**src/hw/cpu_exec_pkg.sv**
```systemverilog
// constants and types shared by the transfer, trap and wait executor
package cpu_exec_pkg;
    // opcodes handled by this executor
    localparam logic [7:0] OP_TRAP = 8'h83;
    localparam logic [7:0] OP_ACC_TO_FLAGS = 8'h84;
    localparam logic [7:0] OP_FLAGS_TO_ACC = 8'h85;
    localparam logic [7:0] OP_ACC_TO_INDEX_LOW = 8'h97;
    localparam logic [7:0] OP_INDEX_LOW_TO_ACC = 8'h9F;
    localparam logic [7:0] OP_STACKPTR_TO_INDEX = 8'h95;
    localparam logic [7:0] OP_INDEX_TO_STACKPTR = 8'h94;
    localparam logic [7:0] OP_TEST_DIRECT = 8'h3D;
    localparam logic [7:0] OP_TEST_ACC = 8'h4D;
    localparam logic [7:0] OP_TEST_INDEX = 8'h5D;
    localparam logic [7:0] OP_WAIT = 8'h8F;
    localparam logic [7:0] OP_BRANCH_ALWAYS = 8'h20;
    // condition code byte layout
    localparam int CCR_V = 7;
    localparam int CCR_H = 4;
    localparam int CCR_I = 3;
    localparam int CCR_N = 2;
    localparam int CCR_Z = 1;
    localparam int CCR_C = 0;
    localparam logic [7:0] CCR_FIXED_ONES = 8'h60;
    localparam logic [7:0] CCR_RESET = 8'h68;
    // vectors live in the top page, high byte at the lower address
    localparam logic [7:0] VECTOR_PAGE = 8'hFF;
    localparam logic [7:0] VEC_RESET_LO = 8'hFE;
    localparam logic [7:0] VEC_TRAP_LO = 8'hFC;
    localparam logic [7:0] VEC_IRQ_LO = 8'hFA;
    localparam logic [7:0] DIRECT_PAGE = 8'h00;
    localparam logic [15:0] SP_RESET = 16'h00FF;
    localparam logic [2:0] PUSH_LAST = 3'h4;
    localparam logic [1:0] FILL_LAST = 2'h1;

    typedef enum logic [2:0] {
        CYC_P, CYC_R, CYC_W, CYC_S, CYC_U, CYC_V, CYC_F
    } busCycle_t;

    typedef enum {
        ST_RST_VH, ST_RST_VL, ST_EXEC, ST_REFETCH, ST_TST_READ, ST_TST_FREE, ST_BRA_FREE,
        ST_WAIT_FETCH, ST_HALT, ST_PUSH, ST_VEC_HI, ST_VEC_LO, ST_FILL_FREE, ST_FILL
    } state_t;
endpackage

```
**src/hw/flag_eval_if.sv**
```systemverilog
// carrier between the executor and its test-flag unit
`timescale 1ns/1ps
interface flag_eval_if;
    logic [7:0] operand;
    logic [7:0] ccrIn;
    logic [7:0] ccrOut;
    modport user (output operand, output ccrIn, input ccrOut);
    modport unit (input operand, input ccrIn, output ccrOut);
endinterface

```
**src/hw/cpu_transfer_trap_exec.sv**
```systemverilog
// executor for trap, register transfer, test and wait instructions
// Notes on behaviour
// - trap stacks return address, index low, acc, flags; sets mask; vectors; eleven cycles.
// - acc-to-flags copies accumulator into the condition code byte, with the fixed-one bits forced set, in one cycle.
// - acc-to-index-low copies accumulator into index low byte, flags untouched.
// - flags-to-acc copies condition code byte into accumulator, flags untouched.
// - test subtracts zero, sets negative and zero, clears overflow, discards result.
// - stackptr-to-index loads index with stack pointer plus one, free then fetch.
// - index-low-to-acc copies index low byte into accumulator, flags untouched.
// - index-to-stackptr loads stack pointer with index minus one in two cycles.
// - wait clears the mask, runs a free cycle and a fetch, then halts.
// - a free cycle lasts one clock, does no useful work, and is a read.
// - vectors are read from the top page, high byte first.
// - each push writes one stack byte, then the stack pointer drops by one.
// - each pop reads a single byte from the stack.
// - a program fetch reads the next sequential program location.
// - relative targets are signed byte offsets from the following instruction.
// - direct operands address page zero with upper address byte zero.
`timescale 1ns/1ps
module cpu_transfer_trap_exec (
    input wire logic sys_clk,
    input wire logic rst_b,
    input wire logic irqReq,
    input wire logic [7:0] busRdata,
    output logic [15:0] busAddr,
    output logic [7:0] busWdata,
    output logic busRead,
    output cpu_exec_pkg::busCycle_t busCycle,
    output logic halted,
    output logic [7:0] accOut,
    output logic [15:0] indexOut,
    output logic [15:0] stackPtrOut,
    output logic [15:0] progCounterOut,
    output logic [7:0] ccrOut
);
    import cpu_exec_pkg::*;

    logic [1:0] rstPipe_reg;
    logic rstSync_b;
    state_t state_reg, state_next;
    logic [7:0] op_reg, acc_reg, ccr_reg, dir_reg, vecLo_reg;
    logic [15:0] pc_reg, index_reg, stack_pointer_reg, retPc_reg;
    logic [2:0] pushCnt_reg;
    logic [1:0] fillCnt_reg;
    flag_eval_if fe ();

    // reset enters asynchronously but is released through two flops
    always_ff @(posedge sys_clk or negedge rst_b) begin
        if (!rst_b) begin
            rstPipe_reg <= 2'b00;
        end else begin
            rstPipe_reg <= {rstPipe_reg[0], 1'b1};
        end
    end
    assign rstSync_b = rstPipe_reg[1];

    // decode
    wire inExec = (state_reg == ST_EXEC);
    wire irqTake = irqReq && !ccr_reg[CCR_I];
    wire execTrap = inExec && !irqTake && (op_reg == OP_TRAP);
    wire trapStart = inExec && (irqTake || op_reg == OP_TRAP);
    wire execRun = inExec && !trapStart;
    wire isXferFree = (op_reg == OP_STACKPTR_TO_INDEX) || (op_reg == OP_INDEX_TO_STACKPTR);
    wire isFreeFirst = isXferFree || (op_reg == OP_WAIT);
    wire execFetch = execRun && !isFreeFirst;
    wire wake = (state_reg == ST_HALT) && irqTake;
    wire isPush = (state_reg == ST_PUSH) || trapStart;
    wire [2:0] pushIdx = inExec ? 3'h0 : pushCnt_reg;
    wire isVector = (state_reg == ST_VEC_HI) || (state_reg == ST_VEC_LO) ||
        (state_reg == ST_RST_VH) || (state_reg == ST_RST_VL);
    wire vecHigh = (state_reg == ST_VEC_HI) || (state_reg == ST_RST_VH);
    wire isTstRead = (state_reg == ST_TST_READ);
    wire isFree = (execRun && isFreeFirst) || (state_reg == ST_TST_FREE) ||
        (state_reg == ST_BRA_FREE) || (state_reg == ST_FILL_FREE) || (state_reg == ST_HALT);
    // the fill fetches re-read the new start address; only the last one takes the opcode
    wire seqFetch = execFetch || (state_reg == ST_REFETCH) || (state_reg == ST_WAIT_FETCH);
    wire [15:0] relTarget = pc_reg + {{8{dir_reg[7]}}, dir_reg};
    wire [7:0] vecLoNow = vecHigh ? vecLo_reg : vecLo_reg + 8'h01;
    wire [7:0] vecSel = (state_reg == ST_RST_VH || state_reg == ST_RST_VL) ? VEC_RESET_LO : vecLo_reg;
    wire [7:0] vecAddrLo = vecHigh ? vecSel : vecSel + 8'h01;
    wire [15:0] trapRet = execTrap ? pc_reg : pc_reg - 16'h0001;
    wire [15:0] pushRet = inExec ? trapRet : retPc_reg;
    wire [7:0] tstOperand = (op_reg == OP_TEST_ACC) ? acc_reg :
        (op_reg == OP_TEST_INDEX) ? index_reg[7:0] : busRdata;

    assign fe.operand = tstOperand;
    assign fe.ccrIn = ccr_reg;

    test_flag_unit flagUnit (
        .fe(fe.unit)
    );

    // bus cycle kind, address and write data
    assign busCycle = isPush ? CYC_S : isVector ? CYC_V : isTstRead ? CYC_R : isFree ? CYC_F : CYC_P;
    assign busRead = !isPush;
    assign busAddr = isPush ? stack_pointer_reg :
        isVector ? {VECTOR_PAGE, vecAddrLo} :
        isTstRead ? {DIRECT_PAGE, dir_reg} : pc_reg;
    always_comb begin
        unique case (pushIdx)
            3'h0: busWdata = pushRet[7:0];
            3'h1: busWdata = retPc_reg[15:8];
            3'h2: busWdata = index_reg[7:0];
            3'h3: busWdata = acc_reg;
            default: busWdata = ccr_reg;
        endcase
    end

    // sequencing
    always_comb begin
        state_next = state_reg;
        unique case (state_reg)
            ST_RST_VH: state_next = ST_RST_VL;
            ST_RST_VL: state_next = ST_REFETCH;
            ST_EXEC: begin
                if (trapStart) begin
                    state_next = ST_PUSH;
                end else if (isXferFree) begin
                    state_next = ST_REFETCH;
                end else if (op_reg == OP_WAIT) begin
                    state_next = ST_WAIT_FETCH;
                end else if (op_reg == OP_TEST_DIRECT) begin
                    state_next = ST_TST_READ;
                end else if (op_reg == OP_BRANCH_ALWAYS) begin
                    state_next = ST_BRA_FREE;
                end
            end
            ST_REFETCH: state_next = ST_EXEC;
            ST_TST_READ: state_next = ST_TST_FREE;
            ST_TST_FREE: state_next = ST_REFETCH;
            ST_BRA_FREE: state_next = ST_REFETCH;
            ST_WAIT_FETCH: state_next = ST_HALT;
            ST_HALT: state_next = wake ? ST_PUSH : ST_HALT;
            ST_PUSH: state_next = (pushCnt_reg == PUSH_LAST) ? ST_VEC_HI : ST_PUSH;
            ST_VEC_HI: state_next = ST_VEC_LO;
            ST_VEC_LO: state_next = ST_FILL_FREE;
            ST_FILL_FREE: state_next = ST_FILL;
            ST_FILL: state_next = (fillCnt_reg == FILL_LAST) ? ST_REFETCH : ST_FILL;
        endcase
    end

    always_ff @(posedge sys_clk or negedge rstSync_b) begin
        if (!rstSync_b) begin
            state_reg <= ST_RST_VH;
            pushCnt_reg <= 3'h0;
            fillCnt_reg <= 2'h0;
        end else begin
            state_reg <= state_next;
            pushCnt_reg <= (isPush && state_reg == ST_PUSH) ? pushCnt_reg + 3'h1 : (trapStart ? 3'h1 : 3'h0);
            fillCnt_reg <= (state_reg == ST_FILL) ? fillCnt_reg + 2'h1 : 2'h0;
        end
    end

    // program counter, opcode and operand latches
    always_ff @(posedge sys_clk or negedge rstSync_b) begin
        if (!rstSync_b) begin
            pc_reg <= 16'h0000;
            op_reg <= 8'h00;
            dir_reg <= 8'h00;
            retPc_reg <= 16'h0000;
            vecLo_reg <= VEC_TRAP_LO;
        end else begin
            if (seqFetch) begin
                pc_reg <= pc_reg + 16'h0001;
            end else if (vecHigh) begin
                pc_reg[15:8] <= busRdata;
            end else if (isVector) begin
                pc_reg[7:0] <= busRdata;
            end else if (state_reg == ST_BRA_FREE) begin
                pc_reg <= relTarget;
            end
            if (seqFetch && !(execFetch && (op_reg == OP_TEST_DIRECT || op_reg == OP_BRANCH_ALWAYS))) begin
                op_reg <= busRdata;
            end else if (execFetch) begin
                op_reg <= 8'h00;
                dir_reg <= busRdata;
            end
            if (trapStart) begin
                retPc_reg <= trapRet;
                vecLo_reg <= execTrap ? VEC_TRAP_LO : VEC_IRQ_LO;
            end else if (wake) begin
                retPc_reg <= pc_reg - 16'h0001;
                vecLo_reg <= VEC_IRQ_LO;
            end
        end
    end

    // architectural registers
    always_ff @(posedge sys_clk or negedge rstSync_b) begin
        if (!rstSync_b) begin
            acc_reg <= 8'h00;
            index_reg <= 16'h0000;
            stack_pointer_reg <= SP_RESET;
            ccr_reg <= CCR_RESET;
        end else begin
            if (isPush) begin
                stack_pointer_reg <= stack_pointer_reg - 16'h0001;
            end else if (execRun && op_reg == OP_INDEX_TO_STACKPTR) begin
                stack_pointer_reg <= index_reg - 16'h0001;
            end
            if (execRun && op_reg == OP_ACC_TO_INDEX_LOW) begin
                index_reg[7:0] <= acc_reg;
            end else if (execRun && op_reg == OP_STACKPTR_TO_INDEX) begin
                index_reg <= stack_pointer_reg + 16'h0001;
            end
            if (execRun && op_reg == OP_FLAGS_TO_ACC) begin
                acc_reg <= ccr_reg;
            end else if (execRun && op_reg == OP_INDEX_LOW_TO_ACC) begin
                acc_reg <= index_reg[7:0];
            end
            if (execRun && op_reg == OP_ACC_TO_FLAGS) begin
                ccr_reg <= acc_reg | CCR_FIXED_ONES;
            end else if (execRun && (op_reg == OP_TEST_ACC || op_reg == OP_TEST_INDEX)) begin
                ccr_reg <= fe.ccrOut;
            end else if (isTstRead) begin
                ccr_reg <= fe.ccrOut;
            end else if (execRun && op_reg == OP_WAIT) begin
                ccr_reg[CCR_I] <= 1'b0;
            end else if (state_reg == ST_VEC_HI) begin
                ccr_reg[CCR_I] <= 1'b1;
            end
        end
    end

    assign halted = (state_reg == ST_HALT);
    assign accOut = acc_reg;
    assign indexOut = index_reg;
    assign stackPtrOut = stack_pointer_reg;
    assign progCounterOut = pc_reg;
    assign ccrOut = ccr_reg;

    // checks
    trap_sequence_a: assert property (@(posedge sys_clk) disable iff (!rstSync_b)
        execTrap |-> (busCycle == CYC_S)[*5] ##1 (busCycle == CYC_V)[*2] ##1 busCycle == CYC_F
        ##1 (busCycle == CYC_P)[*3] ##1 ccr_reg[CCR_I]) else $error("trap sequence wrong");
    acc_flags_a: assert property (@(posedge sys_clk) disable iff (!rstSync_b)
        execRun && op_reg == OP_ACC_TO_FLAGS |=> ccr_reg == ($past(acc_reg) | CCR_FIXED_ONES))
        else $error("acc to flags copy wrong");
    acc_index_a: assert property (@(posedge sys_clk) disable iff (!rstSync_b)
        execRun && op_reg == OP_ACC_TO_INDEX_LOW |=> index_reg[7:0] == $past(acc_reg) && $stable(ccr_reg))
        else $error("acc to index low wrong");
    flags_acc_a: assert property (@(posedge sys_clk) disable iff (!rstSync_b)
        execRun && op_reg == OP_FLAGS_TO_ACC |=> acc_reg == $past(ccr_reg) && $stable(ccr_reg))
        else $error("flags to acc wrong");
    test_flags_a: assert property (@(posedge sys_clk) disable iff (!rstSync_b)
        execRun && op_reg == OP_TEST_ACC |=> ccr_reg[CCR_Z] == ($past(acc_reg) == 8'h00)
        && ccr_reg[CCR_N] == $past(acc_reg[7]) && !ccr_reg[CCR_V] && $stable(acc_reg))
        else $error("test flags wrong");
    sp_index_a: assert property (@(posedge sys_clk) disable iff (!rstSync_b)
        execRun && op_reg == OP_STACKPTR_TO_INDEX |-> busCycle == CYC_F
        ##1 busCycle == CYC_P && index_reg == stack_pointer_reg + 16'h0001)
        else $error("stack to index wrong");
    index_acc_a: assert property (@(posedge sys_clk) disable iff (!rstSync_b)
        execRun && op_reg == OP_INDEX_LOW_TO_ACC |=> acc_reg == $past(index_reg[7:0]) && $stable(ccr_reg))
        else $error("index low to acc wrong");
    index_sp_a: assert property (@(posedge sys_clk) disable iff (!rstSync_b)
        execRun && op_reg == OP_INDEX_TO_STACKPTR |=> stack_pointer_reg == $past(index_reg) - 16'h0001
        && $stable(ccr_reg)) else $error("index to stack wrong");
    wait_halt_a: assert property (@(posedge sys_clk) disable iff (!rstSync_b)
        execRun && op_reg == OP_WAIT |-> busCycle == CYC_F ##1 busCycle == CYC_P ##1 halted && !ccr_reg[CCR_I])
        else $error("wait sequence wrong");
    free_read_a: assert property (@(posedge sys_clk) disable iff (!rstSync_b)
        busCycle == CYC_F |-> busRead) else $error("free cycle not a read");
    vector_page_a: assert property (@(posedge sys_clk) disable iff (!rstSync_b)
        state_reg == ST_VEC_HI |-> busAddr == {VECTOR_PAGE, vecLo_reg}
        ##1 busAddr == {VECTOR_PAGE, vecLoNow}) else $error("vector address wrong");
    push_step_a: assert property (@(posedge sys_clk) disable iff (!rstSync_b)
        busCycle == CYC_S |-> !busRead ##1 stack_pointer_reg == $past(stack_pointer_reg) - 16'h0001)
        else $error("push step wrong");
    fetch_next_a: assert property (@(posedge sys_clk) disable iff (!rstSync_b)
        seqFetch |=> pc_reg == $past(pc_reg) + 16'h0001) else $error("fetch not sequential");
    branch_rel_a: assert property (@(posedge sys_clk) disable iff (!rstSync_b)
        state_reg == ST_BRA_FREE |=> busAddr == $past(relTarget)) else $error("branch target wrong");
    direct_page_a: assert property (@(posedge sys_clk) disable iff (!rstSync_b)
        isTstRead |-> busAddr[15:8] == DIRECT_PAGE) else $error("direct read off page zero");
    wake_stack_a: assert property (@(posedge sys_clk) disable iff (!rstSync_b)
        wake |=> busCycle == CYC_S && busWdata == $past(pc_reg[7:0]) - 8'h01)
        else $error("wake did not stack");
    // flags of a direct test come from the byte just read
    test_direct_a: assert property (@(posedge sys_clk) disable iff (!rstSync_b)
        isTstRead |=> ccr_reg[CCR_Z] == ($past(busRdata) == 8'h00) && ccr_reg[CCR_N] == $past(busRdata[7])
        && !ccr_reg[CCR_V]) else $error("direct test flags wrong");
    test_index_a: assert property (@(posedge sys_clk) disable iff (!rstSync_b)
        execRun && op_reg == OP_TEST_INDEX |=> ccr_reg[CCR_Z] == ($past(index_reg[7:0]) == 8'h00)
        && ccr_reg[CCR_N] == $past(index_reg[7]) && !ccr_reg[CCR_V]) else $error("index test flags wrong");
    // nothing here pops; a pop would have to be a plain one-byte read
    no_pop_a: assert property (@(posedge sys_clk) disable iff (!rstSync_b)
        busCycle != CYC_U) else $error("unexpected pop cycle");
    // an interrupt taken in flight stacks the address of the opcode it displaced
    irq_stack_a: assert property (@(posedge sys_clk) disable iff (!rstSync_b)
        trapStart && !execTrap |-> busCycle == CYC_S && busWdata == pc_reg[7:0] - 8'h01
        ##5 busAddr == {VECTOR_PAGE, VEC_IRQ_LO}) else $error("interrupt entry wrong");
    // halted, the core idles on free reads at the program counter, one past the resume address
    halt_free_a: assert property (@(posedge sys_clk) disable iff (!rstSync_b)
        halted |-> busCycle == CYC_F && busAddr == pc_reg) else $error("halt not idle");
    ccr_fixed_a: assert property (@(posedge sys_clk) disable iff (!rstSync_b)
        (ccr_reg & CCR_FIXED_ONES) == CCR_FIXED_ONES) else $error("fixed flag bits lost");
    reset_vector_a: assert property (@(posedge sys_clk) disable iff (!rstSync_b)
        state_reg == ST_RST_VH |-> busCycle == CYC_V && busAddr == {VECTOR_PAGE, VEC_RESET_LO}) else $error("reset vector wrong");
    trap_mask_a: assert property (@(posedge sys_clk) disable iff (!rstSync_b)
        state_reg == ST_VEC_HI |=> ccr_reg[CCR_I]) else $error("mask not set on vector");
    fill_addr_a: assert property (@(posedge sys_clk) disable iff (!rstSync_b)
        state_reg == ST_FILL |-> busCycle == CYC_P && busAddr == pc_reg) else $error("fill fetch wrong");
endmodule // cpu_transfer_trap_exec

```
**src/hw/test_flag_unit.sv**
```systemverilog
// flag result of subtracting zero from an operand
`timescale 1ns/1ps
module test_flag_unit (
    flag_eval_if.unit fe
);
    import cpu_exec_pkg::*;

    // operand minus zero is the operand itself, so no subtractor is needed
    wire resNeg = fe.operand[7];
    wire resZero = (fe.operand == 8'h00);

    always_comb begin
        fe.ccrOut = fe.ccrIn;
        fe.ccrOut[CCR_N] = resNeg;
        fe.ccrOut[CCR_Z] = resZero;
        fe.ccrOut[CCR_V] = 1'b0;
    end
endmodule // test_flag_unit

```
**config.mk**
```make
export PLATFORM = sky130hd
export DESIGN_NAME = cpu_transfer_trap_exec
export DESIGN_NICKNAME = d
export VERILOG_FILES = /design/src/hw/cpu_exec_pkg.sv /design/src/hw/flag_eval_if.sv /design/src/hw/cpu_transfer_trap_exec.sv /design/src/hw/test_flag_unit.sv
export SDC_FILE = /design/constraint.sdc
export NUM_CORES = 1
export LEC_CHECK = 0
export CAP_MARGIN = 0
export CORE_MARGIN = 2
export CORE_UTILIZATION = 65
export DETAILED_ROUTE_END_ITERATION = 10
export DONT_BUFFER_PORTS = 1
export PLACE_DENSITY = 0.82
export RECOVER_POWER = 100
export SYNTH_ARGS = -nofsm -noshare
export SYNTH_HDL_FRONTEND = slang
export SYNTH_SLANG_ARGS = --single-unit
```
**constraint.sdc**
```tcl
create_clock -name sys_clk -period 4.8 [get_ports sys_clk]
set_clock_uncertainty 0.15 [all_clocks]
set_input_delay 0.24 -clock sys_clk [delete_from_list [all_inputs] [get_ports sys_clk]]
set_output_delay 0.24 -clock sys_clk [all_outputs]
set_load 0.05 [all_outputs]
```
# == Word-level counts from Yosys, hierarchy flattened ==
# Cells that the tools add are included.
# totals
reg_bits,143
inputBits,11
output_inout_bits,93
word_cells,190
# classes
n_addsub,9
n_eq_ne,48
n_mux,53
n_bitwise,2
reduce_logical,61
# op_table
operator,n
case mux 32 bit (12 select lines),1
equality test 32 x 4 -> 1 bit (second input constant),10
equality test 32 x 3 -> 1 bit (second input constant),6
equality test 32 x 5 -> 1 bit (second input constant),6
two-way mux 16 bit,10
two-way mux 32 bit,5
two-way mux 8 bit,19
equality test 32 x 2 -> 1 bit (second input constant),3
equality test 8 bit (second input constant),8
logical NOT 32 bit,2
subtractor 16 x 1 -> 16 bit (second input constant),3
adder 16 x 1 -> 16 bit (second input constant),2
equality test 32 x 1 -> 1 bit (second input constant),1
case mux 8 bit (4 select lines),1
two-way mux 3 bit,8
logical AND 1 bit,19
logical OR 1 bit,17
adder 16 bit,1
equality test 8 x 6 -> 1 bit (second input constant),2
equality test 8 x 7 -> 1 bit (second input constant),2
nonzero test 3 bit,4
nonzero test 2 bit,5
adder 8 x 1 -> 8 bit (second input constant),1
logical NOT 8 bit,1
other kinds (19),36

# == Depth between registers and ports, before layout ==
# logic_depth
depth_word,15
ltp_mapped,17
mapped_depth_nobuf,13

# == Modules after synthesis ==
# From an unflattened synthesis, not the netlist that was laid out.
# hier_totals
cells_unflattened,1020
area_unflattened_um2,8364.3
# modules_own_cells
module,instances,cells_per_inst,area_each_um2,seq_area_each_um2
cpu_transfer_trap_exec,1,1008,8281.7,2742.6
test_flag_unit,1,12,82.6,0.0

# == Least setup slack after synthesis ==
# No wires, ideal clock.
# synth_path
path_type,register -> register
startpoint,register op_reg[5]
endpoint,register stack_pointer_reg[14] (netlist: stackPtrOut[14])
setup_ns,0.119
t_arrival_ns,3.951
required_time_ns,4.531
setup_slack_ns,0.580
path_stages_with_launch,16
path_buffers,3
synth_period_minus_slack_ns,4.220
path_cell_list,dfrtp_1 or4b_1 o31ai_1 a21o_1 buf_2 buf_1 mux2i_1 ha_1 clkbuf_1 nor4b_2 nand2_1 or4_1 mux2i_1 nand2_1 mux2i_1 o21a_1
# synth_between
elab_chain_cells,7
elab_cells_between_ends,10
classes_between,2 x eq/ne; 1 x mux; 7 x reduce/logical
# synth_lines
item,line_no,source
start: declaration,cpu_transfer_trap_exec.sv:41,"logic [7:0] op_reg, acc_reg, ccr_reg, dir_reg, vecLo_reg;"
start signal: assignment,cpu_transfer_trap_exec.sv:173,op_reg <= busRdata;
equality test 8 bit,cpu_transfer_trap_exec.sv:61,wire trapStart = inExec && (irqTake || op_reg == OP_TRAP);
logical OR 1 bit,cpu_transfer_trap_exec.sv:61,
logical AND 1 bit,cpu_transfer_trap_exec.sv:61,
logical NOT 1 bit,cpu_transfer_trap_exec.sv:62,wire execRun = inExec && !trapStart;
logical AND 1 bit,cpu_transfer_trap_exec.sv:62,
logical AND 1 bit,cpu_transfer_trap_exec.sv:198,end else if (execRun && op_reg == OP_INDEX_TO_STACKPTR) begin
nonzero test 2 bit (no source line),--,
end signal: assignment,cpu_transfer_trap_exec.sv:197,stack_pointer_reg <= stack_pointer_reg - 16'h0001;
end signal: assignment,cpu_transfer_trap_exec.sv:199,stack_pointer_reg <= index_reg - 16'h0001;
end: declaration,cpu_transfer_trap_exec.sv:42,"logic [15:0] pc_reg, index_reg, stack_pointer_reg, retPc_reg;"
# Parallel ways exist; a longest one is shown, timed or not.
# A chain may end at the register's enable or synchronous reset.

# == Worst setup path in the final report ==
# layout_path
startpoint,register state_reg[1]
endpoint,output port busWdata[4]
# layout_between
elab_chain_cells,6
elab_cells_between_ends,11
classes_between,4 x eq/ne; 4 x mux; 3 x reduce/logical
# layout_lines
item,line_no,source
start: declaration,cpu_transfer_trap_exec.sv:40,"state_t state_reg, state_next;"
start signal: assignment,cpu_transfer_trap_exec.sv:148,state_reg <= state_next;
equality test 32 x 3 -> 1 bit *,cpu_transfer_trap_exec.sv:58,wire inExec = (state_reg == ST_EXEC);
logical AND 1 bit (2 in series),cpu_transfer_trap_exec.sv:60,wire execTrap = inExec && !irqTake && (op_reg == OP_TRAP);
two-way mux 16 bit,cpu_transfer_trap_exec.sv:81,wire [15:0] trapRet = execTrap ? pc_reg : pc_reg - 16'h0001;
two-way mux 8 bit,cpu_transfer_trap_exec.sv:82,wire [15:0] pushRet = inExec ? trapRet : retPc_reg;
case mux 8 bit (4 select lines) *,cpu_transfer_trap_exec.sv:100,unique case (pushIdx)
end: declaration,cpu_transfer_trap_exec.sv:26,"output logic [7:0] busWdata,"
# Mark *: on every way between the ends. The rest lies on a longest branch, timed or not.

==> flow_metrics.env <==
export IMPL_syn_to_final_growth_pct=4.93
export IMPL_timing_final_max_slew_violations=89
export IMPL_first_pass_iters=6
export IMPL_setup_tns_ns=0
export IMPL_yosysTopAreaCellShare_pct=30.5
export IMPL_clock_root_buffer="clkbuf_16"
export IMPL_layout_setup_ws_ns=0.261
export IMPL_hold_path_class="in2reg"
export IMPL_vias=7954
export IMPL_place_ws_ns=0.388
export IMPL_yosysSeqAreaShare_pct=34.2
export IMPL_r2r_setup_slack_ns=0.28
export IMPL_worstPathMaxFanout=20
export IMPL_drtIter0Drc=1115
export IMPL_crit_type="reg2out"
export IMPL_yosys_area_top_type="dfrtp_1"
export IMPL_first_global_vias=7453
export IMPL_setup_viol=0
export IMPL_clk_latency_ns=0.37
export IMPL_route_detailed_drc=0
export IMPL_worst_pin_slew_ns=2.89
export IMPL_drive_above_1_share_pct=6.74
export IMPL_die_w_um=115
export IMPL_synth_flop_cell="dfrtp_1"
export IMPL_synth_mux_area_share_pct=4.75
export IMPL_critPathRequiredTime_ns=4.41
export IMPL_fillers=997
export IMPL_cts_setup_buffers=0
export IMPL_grt_max_degree=70
export IMPL_slew_headroom_pct=-92.5
export IMPL_synthDistinctLibCells=86
export IMPL_gp_congestion=0.958
export IMPL_max_freq_mhz=220
export IMPL_synthArstFlopShare_pct=100
export IMPL_htree_levels=3
export IMPL_power_density_mw_per_mm2=822
export IMPL_post_route_period_util_pct=94.6
export IMPL_post_dp_hpwl_um=17900
export IMPL_portBuffers=0
export IMPL_fp_coreArea_mm2=0.0120
export IMPL_fp_dieArea_mm2=0.0131
export IMPL_pin_count=104
export IMPL_synth_top_family_by_area="simple AND/OR/NAND/NOR gates"
export IMPL_syn_area_mm2=0.00795
export IMPL_synth_edf_count=0
export IMPL_cts_buffers=9
export IMPL_power_leakage_uw=0.00343
export IMPL_maxCapViolCount=2
export IMPL_rsz0062_at_grt="false"
export IMPL_synth_fa_ha_area_share_pct=3.71
export IMPL_endpoint_kind="primary output"
export IMPL_synth_compound_area_share_pct=23.6
export IMPL_synth_common_cells="nand2_1, dfrtp_1, nor2_1"
export IMPL_start_util_pct=66.5
export IMPL_std_cell_rows=40
export IMPL_fin_cells=1097
export IMPL_start_kind="register"
export IMPL_cts_resized_gates=0
export IMPL_fin_area_mm2=0.00834
export IMPL_ys_ff_latch=108
export IMPL_drt_wl_total_um=25500
export IMPL_antenna_found_initial=1
export IMPL_violations="hold timing, capacitance limit, slew limit"
export IMPL_synthXorXnorAreaFrac_pct=4.74
export IMPL_cts_tree="yes"
export IMPL_numClockSinks=108
export IMPL_routed_via_density=7.25
export IMPL_ant_nets=0
export IMPL_final_nets=978
export IMPL_overflow=0
export IMPL_final_core_util_pct=69.7
export IMPL_clk_pin_slew_ns=0.08
export IMPL_clk_path_buf_depth=2
export IMPL_wire_per_inst_um=23.3
export IMPL_die_h_um=115
export IMPL_post_route_min_period_ns=4.54
export IMPL_placed_cell_area_mm2=0.00805
export IMPL_synth_area_leaders="dfrtp_1, nand2_1, a21oi_1"
export IMPL_arrival_ns=4.15
export IMPL_grt_total_usage_pct=39.1
export IMPL_final_hold_viol_count=1
export IMPL_dpl_cell_count=1070
export IMPL_peakVddDrop_mv=0.586
export IMPL_yosysWarningCount=0
export IMPL_avgSynthCellArea_um2=8.26
export IMPL_hold_slack_ns=-0.0157
export IMPL_yosysMostFrequentCell="nand2_1"
export IMPL_grt_pass1_wl_um=40300
export IMPL_postCtsHoldBufs=10
export IMPL_syn_nets=996
export IMPL_synthCells=962
export IMPL_run_status="complete, but fails checks"
export IMPL_synth_simple_area_share_pct=24.3
cell usage in the layout, fill, tap and decap left out, types with 7 or more instances in the layout:
cell type	synthesis	layout
mux2i_1	16	16
dlygate4sd3_1	0	10
dfrtp_1	97	97
buf_4	3	8
mux2_2	16	16
a211oi_1	9	9
dfstp_1	0	10
nor3_1	26	27
xor2_1	22	22
clkbuf_16	0	9
nor4_1	14	13
nand4_1	13	13
nand2_1	129	129
clkbuf_1	38	16
xnor2_1	21	21
o31ai_1	7	7
o21ai_0	68	64
a21o_1	9	9
o211ai_1	7	7
a22o_1	11	11
or4_1	8	8
nor2_1	80	83
nand2b_1	8	8
inv_1	19	19
ha_1	22	22
nor2b_1	14	14
or3_1	13	13
a31oi_1	10	10
a221o_1	8	8
a21oi_1	76	76
nand3_1	38	38
a22oi_1	17	17
layout make-up:
class / instances / area (µm²) / area share, %
diodes: 1 / 2.50 / 0.0300
clock buffers: 9 / 225 / 2.70
clock inverters: 7 / 103 / 1.23
inverters: 20 / 75.1 / 0.900
multi-input cells: 768 / 4800 / 57.6
flip-flops and latches: 108 / 2720 / 32.6
well taps: 147 / 184 / 2.20
repair buffers: 37 / 235 / 2.82
power by group:
part	switching, µW	total [µW]	internal [µW]
sequential	1040	2240	1190
combinational	2640	3800	1160
clock	397	823	425
total	4080	6850	2780
worst max-delay path: stages, from the launching register on:
cell and delay [ns]:
dfrtp_1 0.71, or4b_1 0.72, nor2_1 0.73, nand2_1 0.32, nor4bb_1 0.22, xnor2_1 0.25, a41oi_1 0.32, clkbuf_1 0.49
stage by stage:
| stage | total power, µW | hold WS (ns) |
|---|---|---|
| after global routing | 7200 | 0.0185 |
| final | 6850 | -0.0157 |
| after floorplan | 5140 | -0.206 |
| after global placement | 5970 | -0.206 |
| after CTS | 6910 | 0.0142 |
| after detailed placement | 6070 | -0.206 |
cell families (layout without fill, tap and decap cells):
kind of cell | Yosys count | count (layout)
AO/OA/AOI/OAI | 281 | 281
XOR/XNOR | 43 | 43
multiplexers | 34 | 34
AND/OR/NAND/NOR | 386 | 386
buffers and inverters | 86 | 73
other | 1 | 2
flip-flops | 108 | 108
adder cells (fa/ha/maj) | 23 | 23
metal layers:
metal	global-route usage (%)	vias to the layer above	wire length [µm]
li1	-	3505	-
met5	0	-	0
met1	52.4	3782	9860
met4	15.0	0	915
met2	61.5	572	11900
met3	9.26	95	2890
worst paths after layout:
check,from,to,depth (start not counted)
max,state_reg[1]$_DFFE_PN0P_,busWdata[4],7
min,irqReq,vecLo_reg[1]$_DFFE_PN0P_,2
max reg2reg,state_reg[1]$_DFFE_PN0P_,progCounterOut[15]$_DFFE_PN0P_,7
min reg2reg,rstPipe_reg[0]$_DFF_PN0_,rstPipe_reg[1]$_DFF_PN0_,0
max in group asynchronous,rstPipe_reg[1]$_DFF_PN0_,op_reg[0]$_DFFE_PN0P_,1
min in group asynchronous,rst_b,rstPipe_reg[1]$_DFF_PN0_,2
(Power assumes the default switching activity.)
